File: config.mk
export PLATFORM = sky130hd
export DESIGN_NAME = erc_top
export DESIGN_NICKNAME = d
export VERILOG_FILES = /design/src/hw/erc_pkg.sv /design/src/hw/erc_top.sv
export SDC_FILE = /design/constraint.sdc
export NUM_CORES = 1
export LEC_CHECK = 0
export BUFFER_PORTS_ARGS = -buffer_cell sky130_fd_sc_hd__buf_4
export CORE_MARGIN = 4
export CORE_UTILIZATION = 44
export DETAILED_ROUTE_END_ITERATION = 8
export GPL_ROUTABILITY_DRIVEN = 1
export GPL_TIMING_DRIVEN = 0
export HOLD_SLACK_MARGIN = 0.12
export PLACE_DENSITY_LB_ADDON = 0.05
export SETUP_SLACK_MARGIN = 0.02
export SLEW_MARGIN = 30
export SYNTH_ARGS = -nofsm -noshare
export SYNTH_HDL_FRONTEND = slang
export SYNTH_SLANG_ARGS = --single-unit
File: constraint.sdc
create_clock -name clk -period 1.3 [get_ports clk]
set_input_delay 0.13 -clock clk [delete_from_list [all_inputs] [get_ports clk]]
set_output_delay 0.13 -clock clk [all_outputs]
set_load 0.005 [all_outputs]
File: src/hw/erc_pkg.sv
// erc_pkg: constants and types shared by the external request capture block.
// assumes a plain register port with byte-wide registers at small word offsets.
package erc_pkg;

  localparam int unsigned CHANNELS = 6;

  // register offsets on the plain register port
  localparam logic [3:0] OFS_FLAGS   = 4'h0;
  localparam logic [3:0] OFS_ENABLES = 4'h4;
  localparam logic [3:0] OFS_SENSE   = 4'h8;

  // reset values
  localparam logic [7:0] RST_FLAGS   = 8'h00;
  localparam logic [7:0] RST_ENABLES = 8'h00;
  localparam logic [7:0] RST_SENSE   = 8'h00;

  // field layout: channel bits sit in the low six bits
  localparam int unsigned CH_LSB = 0;
  localparam int unsigned CH_MSB = 5;

  // first exception vector number, channel 0
  localparam logic [7:0] VEC_BASE = 8'h0c;

  // sense select encodings
  localparam logic SENSE_LEVEL = 1'b0;
  localparam logic SENSE_EDGE  = 1'b1;

  // register port request
  typedef struct packed {
    logic [3:0] addr;
    logic [7:0] wdata;
    logic       wr;
    logic       rd;
  } erc_req_t;

endpackage

File: src/hw/erc_top.sv
// erc_top: six active-low external request channels with flag, enable and sense registers.
// assumes request pins are asynchronous and acknowledges come from logic on clk.
//
// Chosen here: the register addresses and the plain strobed port.
`timescale 1ns/1ps
`default_nettype none

// How it works
// - flag register clears to zero on reset and standby entry.
// - flag register bits 7 and 6 always read zero.
// - software writes can only clear flags; writing one leaves them.
// - writing zero clears a flag only after it was read as one.
// - level sense: flag sets while the pin is low.
// - edge sense: flag sets on a falling edge of the pin.
// - level sense: acknowledge clears the flag while the pin is high.
// - edge sense: acknowledge clears the flag.
// - enable register clears to zero on reset and standby entry.
// - low six enable bits gate each channel; reset disabled.
// - enable bits 7 and 6 are plain storage without effect.
// - sense register clears to zero, level sensing, on reset and standby.
// - each sense bit picks level or edge for its own pin.
// - sense bits 7 and 6 are plain storage without effect.
// - channels map in order to vector numbers twelve to seventeen.
// - pins are sensed whatever their port direction.
module erc_top (
  input  wire logic                    clk,
  input  wire logic                    reset,
  input  wire logic                    standby,
  input  wire logic [3:0]              reg_addr,
  input  wire logic [7:0]              reg_wdata,
  input  wire logic                    reg_wr,
  input  wire logic                    reg_rd,
  output logic      [7:0]              reg_rdata,
  input  wire logic [5:0]              external_request_pin_n,
  input  wire logic [5:0]              exception_ack,
  output logic      [5:0]              irq_request,
  output logic      [5:0][7:0]         irq_vector
);

  erc_pkg::erc_req_t req;
  logic [5:0] sync1, sync2, prev;
  logic [5:0] next_sync1, next_sync2, next_prev;
  logic [5:0] request_flag_bit, next_request_flag_bit;
  logic [5:0] read_seen, next_read_seen;
  logic [7:0] ext_request_enables, next_ext_request_enables;
  logic [7:0] ext_sense_select, next_ext_sense_select;
  logic [7:0] next_reg_rdata;
  logic [5:0] set_ev, clr_ev, sw_clr;
  logic       clr_all;

  // decode of a register offset
  function automatic logic hit(input logic [3:0] a, input logic [3:0] ofs);
    hit = (a == ofs);
  endfunction

  assign req = '{addr: reg_addr, wdata: reg_wdata, wr: reg_wr, rd: reg_rd};
  assign clr_all = reset | standby;

  // next values of the pin samples; only the second flop reads the first
  always_comb begin
    next_sync1 = external_request_pin_n;
    next_sync2 = sync1;
    next_prev  = sync2;
  end

  // pin synchroniser and previous sample
  // two flop sync
  always_ff @(posedge clk) begin
    if (reset) begin
      sync1 <= 6'h3f;
      sync2 <= 6'h3f;
      prev  <= 6'h3f;
    end else begin
      sync1 <= next_sync1;
      sync2 <= next_sync2;
      prev  <= next_prev;
    end
  end

  // per-channel set and clear terms
  genvar g;
  generate
    for (g = 0; g < 6; g++) begin : g_ch
      assign set_ev[g] = (ext_sense_select[g] == erc_pkg::SENSE_LEVEL) ? ~sync2[g]
                                                                        : (prev[g] & ~sync2[g]);
      assign clr_ev[g] = exception_ack[g] &
                         ((ext_sense_select[g] == erc_pkg::SENSE_EDGE) | sync2[g]);
      assign sw_clr[g] = req.wr & hit(req.addr, erc_pkg::OFS_FLAGS) &
                         ~req.wdata[g] & read_seen[g];
      assign irq_request[g] = request_flag_bit[g] & ext_request_enables[g];
      assign irq_vector[g] = erc_pkg::VEC_BASE + 8'(g);
    end
  endgenerate

  // next state of flags, read markers and control registers
  always_comb begin
    next_request_flag_bit    = request_flag_bit;
    next_read_seen           = read_seen;
    next_ext_request_enables = ext_request_enables;
    next_ext_sense_select    = ext_sense_select;
    next_reg_rdata           = 8'h00;
    next_request_flag_bit = (request_flag_bit & ~(sw_clr | clr_ev)) | set_ev;
    // a clear consumes the read marker
    next_read_seen = read_seen & ~(sw_clr | clr_ev);
    if (req.rd) begin
      if (hit(req.addr, erc_pkg::OFS_FLAGS)) begin
        next_reg_rdata = {2'b00, request_flag_bit};
        next_read_seen = next_read_seen | request_flag_bit;
      end else if (hit(req.addr, erc_pkg::OFS_ENABLES)) begin
        next_reg_rdata = ext_request_enables;
      end else if (hit(req.addr, erc_pkg::OFS_SENSE)) begin
        next_reg_rdata = ext_sense_select;
      end
    end
    if (req.wr && hit(req.addr, erc_pkg::OFS_ENABLES)) begin
      next_ext_request_enables = req.wdata;
    end
    if (req.wr && hit(req.addr, erc_pkg::OFS_SENSE)) begin
      next_ext_sense_select = req.wdata;
    end
  end

  // register stage
  // reset and standby
  always_ff @(posedge clk) begin
    if (clr_all) begin
      request_flag_bit    <= erc_pkg::RST_FLAGS[5:0];
      read_seen           <= 6'h00;
      ext_request_enables <= erc_pkg::RST_ENABLES;
      ext_sense_select    <= erc_pkg::RST_SENSE;
      reg_rdata           <= 8'h00;
    end else begin
      request_flag_bit    <= next_request_flag_bit;
      read_seen           <= next_read_seen;
      ext_request_enables <= next_ext_request_enables;
      ext_sense_select    <= next_ext_sense_select;
      reg_rdata           <= next_reg_rdata;
    end
  end
endmodule

`default_nettype wire
# Yosys cells after proc, flatten, opt, wreduce, memory -nomap -nowiden
# Index checks and enable logic that the tools add are counted.
# op_classes
n_eq_ne,2
n_mux,11
bitwise_logic,57
reduce_logical,5
# ops
operator,n
1-bit bitwise AND,31
6-bit two-way mux,3
6-bit bitwise OR,3
8-bit two-way mux,2
1-bit NOT,13
6-bit bitwise AND,2
1-bit bitwise OR,7
1-bit two-way mux,6
6-bit NOT,1
4-bit by 3-bit == test with 1-bit output (second input constant),1
4-bit == test (second input constant),1
4-bit zero test,1
3-bit OR reduction,1
1-bit logical AND,2
2-bit OR reduction,1
# totals
reg_bits,54
input_bits,29
output_inout_bits,62
wordCells,84

# Depth between registers and ports, before layout
# Gate-level depths: netlist of run 1.
# depth
word_depth,10
depth_mapped,5

# Worst setup path before layout of run 1
# No wires, ideal clock.
# synth_path
path_type,in2reg
from,input port reg_addr[3]
to,register read_seen[5]
setup_time_ns,0.070
t_arrival_ns,1.243
required_ns,1.230
setup_slack_ns,-0.014
cell_stages,4
path_cell_list,or4_1 buf_2 nor4b_4 o2bb2ai_1
# synth_between
elab_chain_len,10
# synth_lines
item,line_no,source
"start, declared",erc_top.sv:29,"input wire logic [3:0] reg_addr,"
4-bit zero test (*),erc_top.sv:53,hit = (a == ofs);
1-bit bitwise AND (2 in series),erc_top.sv:88,"assign sw_clr[g] = req.wr & hit(req.addr, erc_pkg::OFS_FLAGS) &"
1-bit bitwise AND,erc_top.sv:89,~req.wdata[g] & read_seen[g];
6-bit bitwise OR,erc_top.sv:104,next_read_seen = read_seen & ~(sw_clr | clr_ev);
6-bit NOT,erc_top.sv:104,
6-bit bitwise AND,erc_top.sv:104,
6-bit bitwise OR,erc_top.sv:108,next_read_seen = next_read_seen | request_flag_bit;
6-bit two-way mux,erc_top.sv:106,"if (hit(req.addr, erc_pkg::OFS_FLAGS)) begin"
6-bit two-way mux (*),erc_top.sv:105,if (req.rd) begin
"end signal, assigned",erc_top.sv:134,read_seen <= next_read_seen;
"end, declared",erc_top.sv:44,"logic [5:0] read_seen, next_read_seen;"
# Mark *: on every way between the ends. The rest lies on a longest branch, timed or not.
# A chain may end at the register's enable or synchronous reset.

# Final worst setup path of run 1
# layout_path
from,input port reg_addr[3]
to,register read_seen[3]
# Same word-level chain as after synthesis.

==> flow_summary.json, run 1 <==
{
  "outcome": "complete, no violations",
  "rr_endpoint": "reg_rdata[4]",
  "use_met2": 0.284,
  "whs_ps": 124,
  "required_ps": 1540,
  "grt_max_degree": 17,
  "dpl_cell_area_sq_um": 3100,
  "synthArstFlopShare": 0,
  "drive_gt1_frac": 0.332,
  "crit_fanout": 7,
  "overflow": 0,
  "multi_input_area_sq_um": 1150,
  "r2r_cells": 3,
  "worst_slew_pin_slew_ps": 604,
  "p_total_mw": 3.10,
  "yosysTopAreaCell": "dfxtp_1",
  "cts_sinks": 54,
  "wl_um": 5930,
  "max_freq_mhz": 808,
  "synth_edf_count": 0,
  "io_pins": 91,
  "grt_pass1_vias": 1908,
  "hold_viol": 0,
  "synth_top_area_frac": 0.431,
  "cp.arrival_ps": 1480,
  "coreArea_sq_um": 5510,
  "dieArea_sq_um": 6970,
  "fillers": 510,
  "setup_viol": 0,
  "use_met1": 0.215,
  "cts_tree": "yes",
  "rr_startpoint": "ext_sense_select[4]",
  "fin_crit_ps": 1240,
  "initial_core_util": 0.456,
  "clock_skew_ps": 5.44,
  "viasPerCell": 4.39,
  "antenna_found_initial": 0,
  "avgSynthCellArea_sq_um": 8.77,
  "synthTopCellsByArea": "dfxtp_1 43%, buf_4 14%, mux2i_1 6.4%, or2_2 4.7%, nand2_1 3.7%",
  "clk_latency_ps": 310,
  "ir_worst_vdd_mv": 0.705,
  "track_usage": 0.171,
  "grt.busiest_layer": "met2",
  "min_path_type": "in2reg",
  "rsz0062_at_grt": "false",
  "clk_path_buf_depth": 2,
  "clockRootBuffer": "clkbuf_8",
  "nets": 426,
  "setup_tns_ps": 0,
  "avgRoutedWirePerCell_um": 12.6,
  "synth_cell_types": 27,
  "max-cap-violations": 0,
  "critPathCaptureType": "flop",
  "syn-cell-area_sq_um": 2510,
  "finalCoreUtilization": 0.613,
  "place_inst": 446,
  "ant_nets": 0,
  "numCtsBuffers": 5,
  "critPathLaunch": "reg_addr[3]",
  "die_height_um": 83.5,
  "period_share": 0.952,
  "grtUsageMet3": 0.0573,
  "syn2layout_area_growth_pct": 34.5,
  "power_density_nw_per_um2": 918,
  "htreeDepth": 2,
  "critical_path.endpoint": "read_seen[3]",
  "regArea_sq_um": 1080,
  "critPathLaunchType": "input pin",
  "numPortBuffers": 42,
  "finalInstanceArea_sq_um": 3370,
  "finalMaxSlewViolations": 0,
  "synth_top_flop_cell": "dfxtp_1",
  "dieWidth_um": 83.5,
  "gp_congestion": 0.855,
  "std_cell_rows": 27,
  "drt_first_pass_iters": 4,
  "dp_hpwl_um": 4200,
  "clk_pin_slew_worst_paths_ps": 100,
  "critical_path_class": "in2reg",
  "yosysSeqAreaShare": 0.431,
  "fin_cells": 470,
  "synth_seq_cells": 54,
  "setup_ws_ps": 62.8,
  "rrSetupSlack_ps": 340,
  "p_leak_nw": 1.56,
  "synth_cells": 286,
  "drcViolationCount": 0,
  "drtIter0Drc": 111,
  "vias": 2064,
  "n_antenna_cell": 0,
  "dp_slack_ps": -627,
  "maxSlewHeadroom": 0.597,
  "ys_warn_count": 0,
  "grt_pass1_wl_um": 9490
}
## registers in the layout (all words and copies together), names as in the netlist
register	count
next_sync2	6
request_flag_bit	6
prev	6
next_prev	6
read_seen	6
reg_rdata	8
ext_sense_select	8
ext_request_enables	8
## power by group
group | switching [mW] | internal [mW]
clock network | 0.547 | 0.429
registers | 0.0127 | 1.68
logic | 0.191 | 0.236
total | 0.750 | 2.35
## cell families (layout without fill, tap and decap cells)
logic type             after synthesis  after routing  synth area share
and+or+nand+nor                     98             98             0.202
buffers and inverters               78            144             0.190
DFF                                 54             54             0.431
AOI/OAI and AO/OA                   38             38             0.111
muxes                               16             16            0.0638
other                                2             48           0.00299
## metal layers
layer,part of all wire,wire length (um)
met5,0,0
met1,0.43,2570
met4,0.0089,53
met3,0.087,517
met2,0.47,2790
## cell usage after synthesis, types with 2 or more instances
library cell,n
a22oi_1,2
buf_1,2
nand2_1,25
or2_2,19
clkbuf_1,8
buf_4,48
inv_1,18
nor3_1,18
nand3_1,7
buf_2,2
a311oi_1,6
conb_1,2
o2bb2ai_1,6
nor2b_1,2
a22o_1,6
dfxtp_1,54
a21oi_1,6
nor2_1,16
o21ai_0,6
o21a_1,6
nand2b_1,6
mux2i_1,16
## critical path: stages
cell	delay, ps
buf_4	140
or4_4	540
buf_8	140
nor4b_4	220
buf_4	190
o2bb2ai_1	110
## worst min path at each step
stage	from	end	slack (ps)	cells after the start
floorplan	external_request_pin_n[0]	next_sync2[0]	230	1
detailed placement	external_request_pin_n[3]	next_sync2[3]	320	2
global placement	external_request_pin_n[2]	next_sync2[2]	310	2
global route	reg_wdata[5]	ext_request_enables[5]	130	3
CTS	reg_wdata[5]	ext_sense_select[5]	120	3
finish	reg_wdata[5]	read_seen[5]	120	3
## area by class of cell
class | count | area share
timing repair buffer | 58 | 0.139
multi-input combinational | 200 | 0.341
inverter | 18 | 0.0200
sequential | 54 | 0.320
tap | 72 | 0.0267
clock inverter | 2 | 0.00371
clock buffer | 6 | 0.0245
buffer | 60 | 0.125
## timing repair
| action | in CTS | in global routing |
|---|---|---|
| setup buffers | 3 | 0 |
| gates resized for setup | 4 | 6 |
| setup endpoints to repair | 36 | 21 |
| hold endpoints to repair | 22 | 0 |
| hold buffers | 13 | 0 |
| pin swaps | 1 | 1 |
## cells in the final DEF (no fill, tap or decap)
cell type | Yosys | layout
conb_1 | 2 | 48
nor2b_1 | 2 | 2
or3b_2 | 1 | 1
nand3_1 | 7 | 6
nand2_2 | 0 | 1
buf_8 | 0 | 1
nand2b_1 | 6 | 6
or2_2 | 19 | 19
nor2_1 | 16 | 15
nor2_2 | 0 | 1
mux2i_1 | 16 | 16
o21ai_0 | 6 | 6
nand3_2 | 0 | 1
nand2_1 | 25 | 24
or4_4 | 0 | 1
nor3b_4 | 0 | 1
clkbuf_2 | 0 | 2
and2_1 | 1 | 1
buf_1 | 2 | 2
o2bb2ai_1 | 6 | 5
clkinvlp_4 | 0 | 1
dlygate4sd3_1 | 0 | 13
o2bb2ai_2 | 0 | 1
dfxtp_1 | 54 | 54
buf_4 | 48 | 93
nor3_1 | 18 | 18
clkbuf_1 | 8 | 6
clkinv_2 | 0 | 1
a311oi_1 | 6 | 6
buf_2 | 2 | 1
a22oi_1 | 2 | 2
nor4b_4 | 1 | 1
a22o_1 | 6 | 6
clkbuf_8 | 0 | 6
a21oi_1 | 6 | 6
o21a_1 | 6 | 6
inv_1 | 18 | 18
Note: power is estimated with default switching activity, not from simulation.
==> run 2, diff against run 1 <==
--- a/config.mk
+++ b/config.mk
@@ -6,8 +6,10 @@
 export NUM_CORES = 1
 export LEC_CHECK = 0
 export BUFFER_PORTS_ARGS = -buffer_cell sky130_fd_sc_hd__buf_4
+export CELL_PAD_IN_SITES_DETAIL_PLACEMENT = 1
+export CELL_PAD_IN_SITES_GLOBAL_PLACEMENT = 2
 export CORE_MARGIN = 4
-export CORE_UTILIZATION = 44
+export CORE_UTILIZATION = 25
 export DETAILED_ROUTE_END_ITERATION = 8
 export GPL_ROUTABILITY_DRIVEN = 1
 export GPL_TIMING_DRIVEN = 0
==> run 2 against run 1 <==
  * Clock power up 15%
  * Non-clock buffer count increased by 2
  * Highest routed layer unchanged
  * Die area rose by 68%
  * Sequential power hardly changed
  * Utilization fell by 26 points
==> flow_summary.json, run 2 (synthesis results as in run 1) <==
{
  "track_usage": 0.129,
  "setup_tns_ps": 0,
  "clk_path_buf_depth": 2,
  "grt_pass1_wl_um": 11500,
  "critPathSlowestCell": "or4_4",
  "required_ps": 1530,
  "critPathCaptureType": "flop",
  "vias": 2107,
  "cp_cell_sequence": "buf_4, or4_4, buf_8, nor4b_4, buf_6, o2bb2ai_1",
  "crit_fanout": 7,
  "rr_startpoint": "ext_sense_select[3]",
  "period_share": 0.940,
  "dieWidth_um": 108,
  "power_density_nw_per_um2": 936,
  "fin_crit_ps": 1220,
  "drive_gt1_frac": 0.328,
  "cts_sinks": 54,
  "max_freq_mhz": 819,
  "dp_slack_ps": -850,
  "cp.arrival_ps": 1450,
  "hold_viol": 0,
  "numPortBuffers": 42,
  "nets": 428,
  "dp_hpwl_um": 5280,
  "path_buf_inv": 3,
  "htreeDepth": 2,
  "initial_core_util": 0.257,
  "clock_skew_ps": 16.3,
  "clockRootBuffer": "clkbuf_8",
  "rr_endpoint": "reg_rdata[3]",
  "n_antenna_cell": 0,
  "min_path_type": "in2reg",
  "setup_viol": 0,
  "setup_ws_ps": 78.6,
  "top_regs": "ext_request_enables x8, ext_sense_select x8, reg_rdata x8",
  "critical_path_class": "in2reg",
  "ant_nets": 0,
  "numCtsBuffers": 5,
  "rrSetupSlack_ps": 280,
  "grt_pass1_vias": 2183,
  "rsz0062_at_grt": "false",
  "dpl_cell_area_sq_um": 3170,
  "viasPerCell": 3.96,
  "drtIter0Drc": 60,
  "clk_pin_slew_worst_paths_ps": 110,
  "maxSlewHeadroom": 0.575,
  "r2r_cells": 3,
  "io_pins": 91,
  "ir_worst_vdd_mv": 0.503,
  "hold_depth": 3,
  "dieArea_sq_um": 11700,
  "outcome": "complete, no violations",
  "layout_common_cells": "93 x buf_4, 54 x dfxtp_1, 48 x conb_1",
  "std_cell_rows": 36,
  "syn2layout_area_growth_pct": 38.8,
  "gp_congestion": 0.736,
  "critPathLaunchType": "input pin",
  "drt_first_pass_iters": 4,
  "antenna_found_initial": 0,
  "worst_slew_pin_slew_ps": 637,
  "finalMaxSlewViolations": 0,
  "crit_family": "simple AND/OR/NAND/NOR gates",
  "die_height_um": 108,
  "cts_tree": "yes",
  "finalInstanceArea_sq_um": 3480,
  "wl_um": 7210,
  "grt_max_degree": 17,
  "min_from": "exception_ack[0]",
  "coreArea_sq_um": 9770,
  "drcViolationCount": 0,
  "p_leak_nw": 1.58,
  "cp_slowest_stage_delay_ps": 540,
  "critPathLaunch": "reg_addr[3]",
  "holdPathEnd": "request_flag_bit[0]",
  "final_common_cell": "buf_4",
  "avgRoutedWirePerCell_um": 13.5,
  "clk_latency_ps": 310,
  "overflow": 0,
  "max-cap-violations": 0
}
-- run 2: worst max path at each step --
stage,endpoint,slack [ps],depth (start not counted)
floorplan,read_seen[0],1,4
global placement,reg_rdata[3],-890,4
detailed placement,reg_rdata[3],-850,4
CTS,reg_rdata[3],10,4
global route,read_seen[1],30,6
finish,read_seen[3],80,6
-- run 2: worst min-delay path: cells and delay by family --
family | cells | cell delay, ps
AO/OA/AOI/OAI | 2 | 190
buffers and inverters | 1 | 80
-- run 2: report_power, final --
| part | switching, mW | internal [mW] | total (mW) |
|---|---|---|---|
| Clock | 0.552 | 0.568 | 1.12 |
| Combinational | 0.203 | 0.242 | 0.445 |
| Sequential | 0.0129 | 1.68 | 1.70 |
| Total | 0.768 | 2.49 | 3.26 |
-- run 2: through the flow --
| step | power, mW | util | std cells | hold slack (ps) |
|---|---|---|---|---|
| 6_report | 3.26 | 0.356 | 532 | 133 |
| 2_1_floorplan | 1.98 | - | 332 | 234 |
| 3_5_place_dp | 2.13 | 0.325 | 507 | 318 |
| 5_1_grt | 3.44 | 0.356 | 532 | 136 |
| 3_3_place_gp | 2.13 | 0.325 | 507 | 314 |
| 4_1_cts | 3.32 | 0.354 | 530 | 121 |
-- run 2: timing repair --
action                     4_1_cts  5_1_grt
setup endpoints to repair       36       24
hold buffers                    14        0
pin swaps                        1        2
hold endpoints to repair        28        0
resized for setup                8        1
buffers inserted                 2        2
-- run 2: routing by layer --
layer	vias up	GRT usage	wire [um]
li1	1076	-	-
met1	969	0.159	3200
met2	57	0.226	3580
met3	5	0.0293	385
met4	0	0.0370	51
met5	-	0	0
-- run 2: cell type report --
| type | count | area, sq um |
|---|---|---|
| multi-input cells | 200 | 1150 |
| clock buffers | 5 | 68.8 |
| inverters | 18 | 67.6 |
| flip-flops and latches | 54 | 1080 |
| clock inverters | 2 | 38.8 |
| plain buffers | 60 | 422 |
| fillers | 1216 | 6290 |
| well taps | 133 | 166 |
| repair buffers | 60 | 489 |
==> run 3, diff against run 2 <==
--- a/config.mk
+++ b/config.mk
@@ -6,15 +6,14 @@
 export NUM_CORES = 1
 export LEC_CHECK = 0
 export BUFFER_PORTS_ARGS = -buffer_cell sky130_fd_sc_hd__buf_4
-export CELL_PAD_IN_SITES_DETAIL_PLACEMENT = 1
-export CELL_PAD_IN_SITES_GLOBAL_PLACEMENT = 2
 export CORE_MARGIN = 4
-export CORE_UTILIZATION = 25
+export CORE_UTILIZATION = 44
+export CTS_BUF_LIST = sky130_fd_sc_hd__clkbuf_8 sky130_fd_sc_hd__clkbuf_16
 export DETAILED_ROUTE_END_ITERATION = 8
 export GPL_ROUTABILITY_DRIVEN = 1
 export GPL_TIMING_DRIVEN = 0
 export HOLD_SLACK_MARGIN = 0.12
-export PLACE_DENSITY_LB_ADDON = 0.05
+export PLACE_DENSITY = 0.81
 export SETUP_SLACK_MARGIN = 0.02
 export SLEW_MARGIN = 30
 export SYNTH_ARGS = -nofsm -noshare
==> run 3 against run 2 <==
  * Utilization increased by 26 points
  * Critical path type unchanged
  * Final cell count down 11%
  * Wire length fell by 17%
  * Setup slack better by 0.63 ps
  * First-iteration DRC count grew 120%
  * Clock skew decreased by 8.0 ps
  * Flip-flop and latch count did not move
==> flow_summary.json, run 3 (synthesis results as in run 1) <==
{
  "vias": 2179,
  "hold_depth": 3,
  "fin_crit_ps": 1220,
  "worst_slew_pin_slew_ps": 597,
  "p_leak_nw": 1.58,
  "rrSetupSlack_ps": 350,
  "rr_startpoint": "ext_sense_select[2]",
  "dpl_cell_area_sq_um": 3100,
  "grt_max_degree": 17,
  "critPathCaptureType": "flop",
  "cts_tree": "yes",
  "crit_family": "simple AND/OR/NAND/NOR gates",
  "n_antenna_cell": 0,
  "htreeDepth": 2,
  "io_pins": 91,
  "path_buf_inv": 3,
  "top_regs": "ext_request_enables x8, ext_sense_select x8, reg_rdata x8",
  "grt_pass1_vias": 2148,
  "gp_congestion": 0.830,
  "track_usage": 0.177,
  "ant_nets": 0,
  "viasPerCell": 4.61,
  "dieArea_sq_um": 6970,
  "max-cap-violations": 0,
  "die_height_um": 83.5,
  "maxSlewHeadroom": 0.602,
  "hold_viol": 0,
  "regArea_sq_um": 1080,
  "syn2layout_area_growth_pct": 34.7,
  "clk_latency_ps": 310,
  "clk_path_buf_depth": 2,
  "period_share": 0.939,
  "drt_first_pass_iters": 4,
  "crit_fanout": 7,
  "wl_um": 6000,
  "whs_ps": 141,
  "rsz0062_at_grt": "true",
  "outcome": "complete, no violations",
  "cts_sinks": 54,
  "fin_cells": 473,
  "cp_cell_sequence": "buf_4, or4_4, buf_8, nor4b_4, buf_4, o2bb2ai_1",
  "critical_path_class": "in2reg",
  "initial_core_util": 0.456,
  "clock_skew_ps": 8.26,
  "dieWidth_um": 83.5,
  "dp_slack_ps": -525,
  "ir_worst_vdd_mv": 0.522,
  "final_common_cell": "buf_4",
  "dp_hpwl_um": 4290,
  "avgRoutedWirePerCell_um": 12.7,
  "drcViolationCount": 0,
  "coreArea_sq_um": 5510,
  "place_inst": 446,
  "numCtsBuffers": 5,
  "required_ps": 1540,
  "setup_ws_ps": 79.2,
  "min_from": "exception_ack[2]",
  "critPathLaunchType": "input pin",
  "max_freq_mhz": 819,
  "clk_pin_slew_worst_paths_ps": 90,
  "grt_pass1_wl_um": 9960,
  "clockRootBuffer": "clkbuf_8",
  "p_total_mw": 3.05,
  "power_density_nw_per_um2": 902,
  "holdPathEnd": "request_flag_bit[2]",
  "nets": 429,
  "finalInstanceArea_sq_um": 3380,
  "path_common_cell": "buf_4",
  "critPathSlowestCell": "or4_4",
  "drive_gt1_frac": 0.327,
  "rr_endpoint": "reg_rdata[2]",
  "numPortBuffers": 42,
  "layout_common_cells": "95 x buf_4, 54 x dfxtp_1, 48 x conb_1",
  "setup_viol": 0,
  "fillers": 496,
  "multi_input_area_sq_um": 1140,
  "finalMaxSlewViolations": 0,
  "r2r_cells": 3,
  "cp.arrival_ps": 1470,
  "cp_slowest_stage_delay_ps": 540,
  "antenna_found_initial": 0,
  "min_path_type": "in2reg",
  "std_cell_rows": 27,
  "overflow": 0,
  "drtIter0Drc": 133
}
[run 3: worst max-delay path by stage]
| stage | from | to | depth (start not counted) |
|---|---|---|---|
| finish | reg_addr[3] | read_seen[4] | 6 |
| global placement | standby | reg_rdata[2] | 4 |
| CTS | reg_addr[3] | read_seen[4] | 6 |
| detailed placement | standby | reg_rdata[2] | 4 |
| floorplan | reg_addr[3] | read_seen[0] | 4 |
| global route | standby | reg_rdata[4] | 4 |
[run 3: what timing repair did]
| item | 4_1_cts | 5_1_grt |
|---|---|---|
| hold endpoints to repair | 25 | 0 |
| setup endpoints to repair | 36 | 12 |
| pin swaps | 1 | 1 |
| gates cloned | 0 | 0 |
| hold buffers | 14 | 0 |
| gates resized for setup | 3 | 5 |
| buffers inserted | 2 | 3 |
[run 3: area by class of cell]
type                            instances  share of cell area
Inverter                               18              0.0200
Buffer                                 60               0.124
Clock inverter                          3             0.00519
Clock buffer                            5              0.0204
Timing Repair Buffer                   61               0.146
Tap cell                               72              0.0267
Sequential cell                        54               0.320
Multi-Input combinational cell        200               0.337
[run 3: metrics by stage]
| step | TNS (ps) | utilization |
|---|---|---|
| 2_1_floorplan | 0 | - |
| 3_3_place_gp | -13420 | 0.562 |
| 3_5_place_dp | -14040 | 0.562 |
| 4_1_cts | 0 | 0.608 |
| 5_1_grt | 0 | 0.613 |
| 6_report | 0 | 0.613 |
[run 3: routing by layer]
metal / track usage / vias up / wire length, um
li1: - / 1077 / -
met1: 0.197 / 982 / 2300
met2: 0.312 / 112 / 2990
met3: 0.0553 / 8 / 623
met4: 0.0716 / 0 / 89
met5: 0 / - / 0
[run 3: report_power, final]
part           total (mW)  internal [mW]  switching, mW
sequential           1.69           1.68         0.0125
combinational       0.433          0.240          0.193
clock               0.920          0.374          0.547
total                3.05           2.30          0.752
[run 3: worst reg2reg max path, stage by stage (launching register included)]
cell,delay (ps)
dfxtp_1,390
nand2b_1,70
a22o_1,170
nor3_1,220
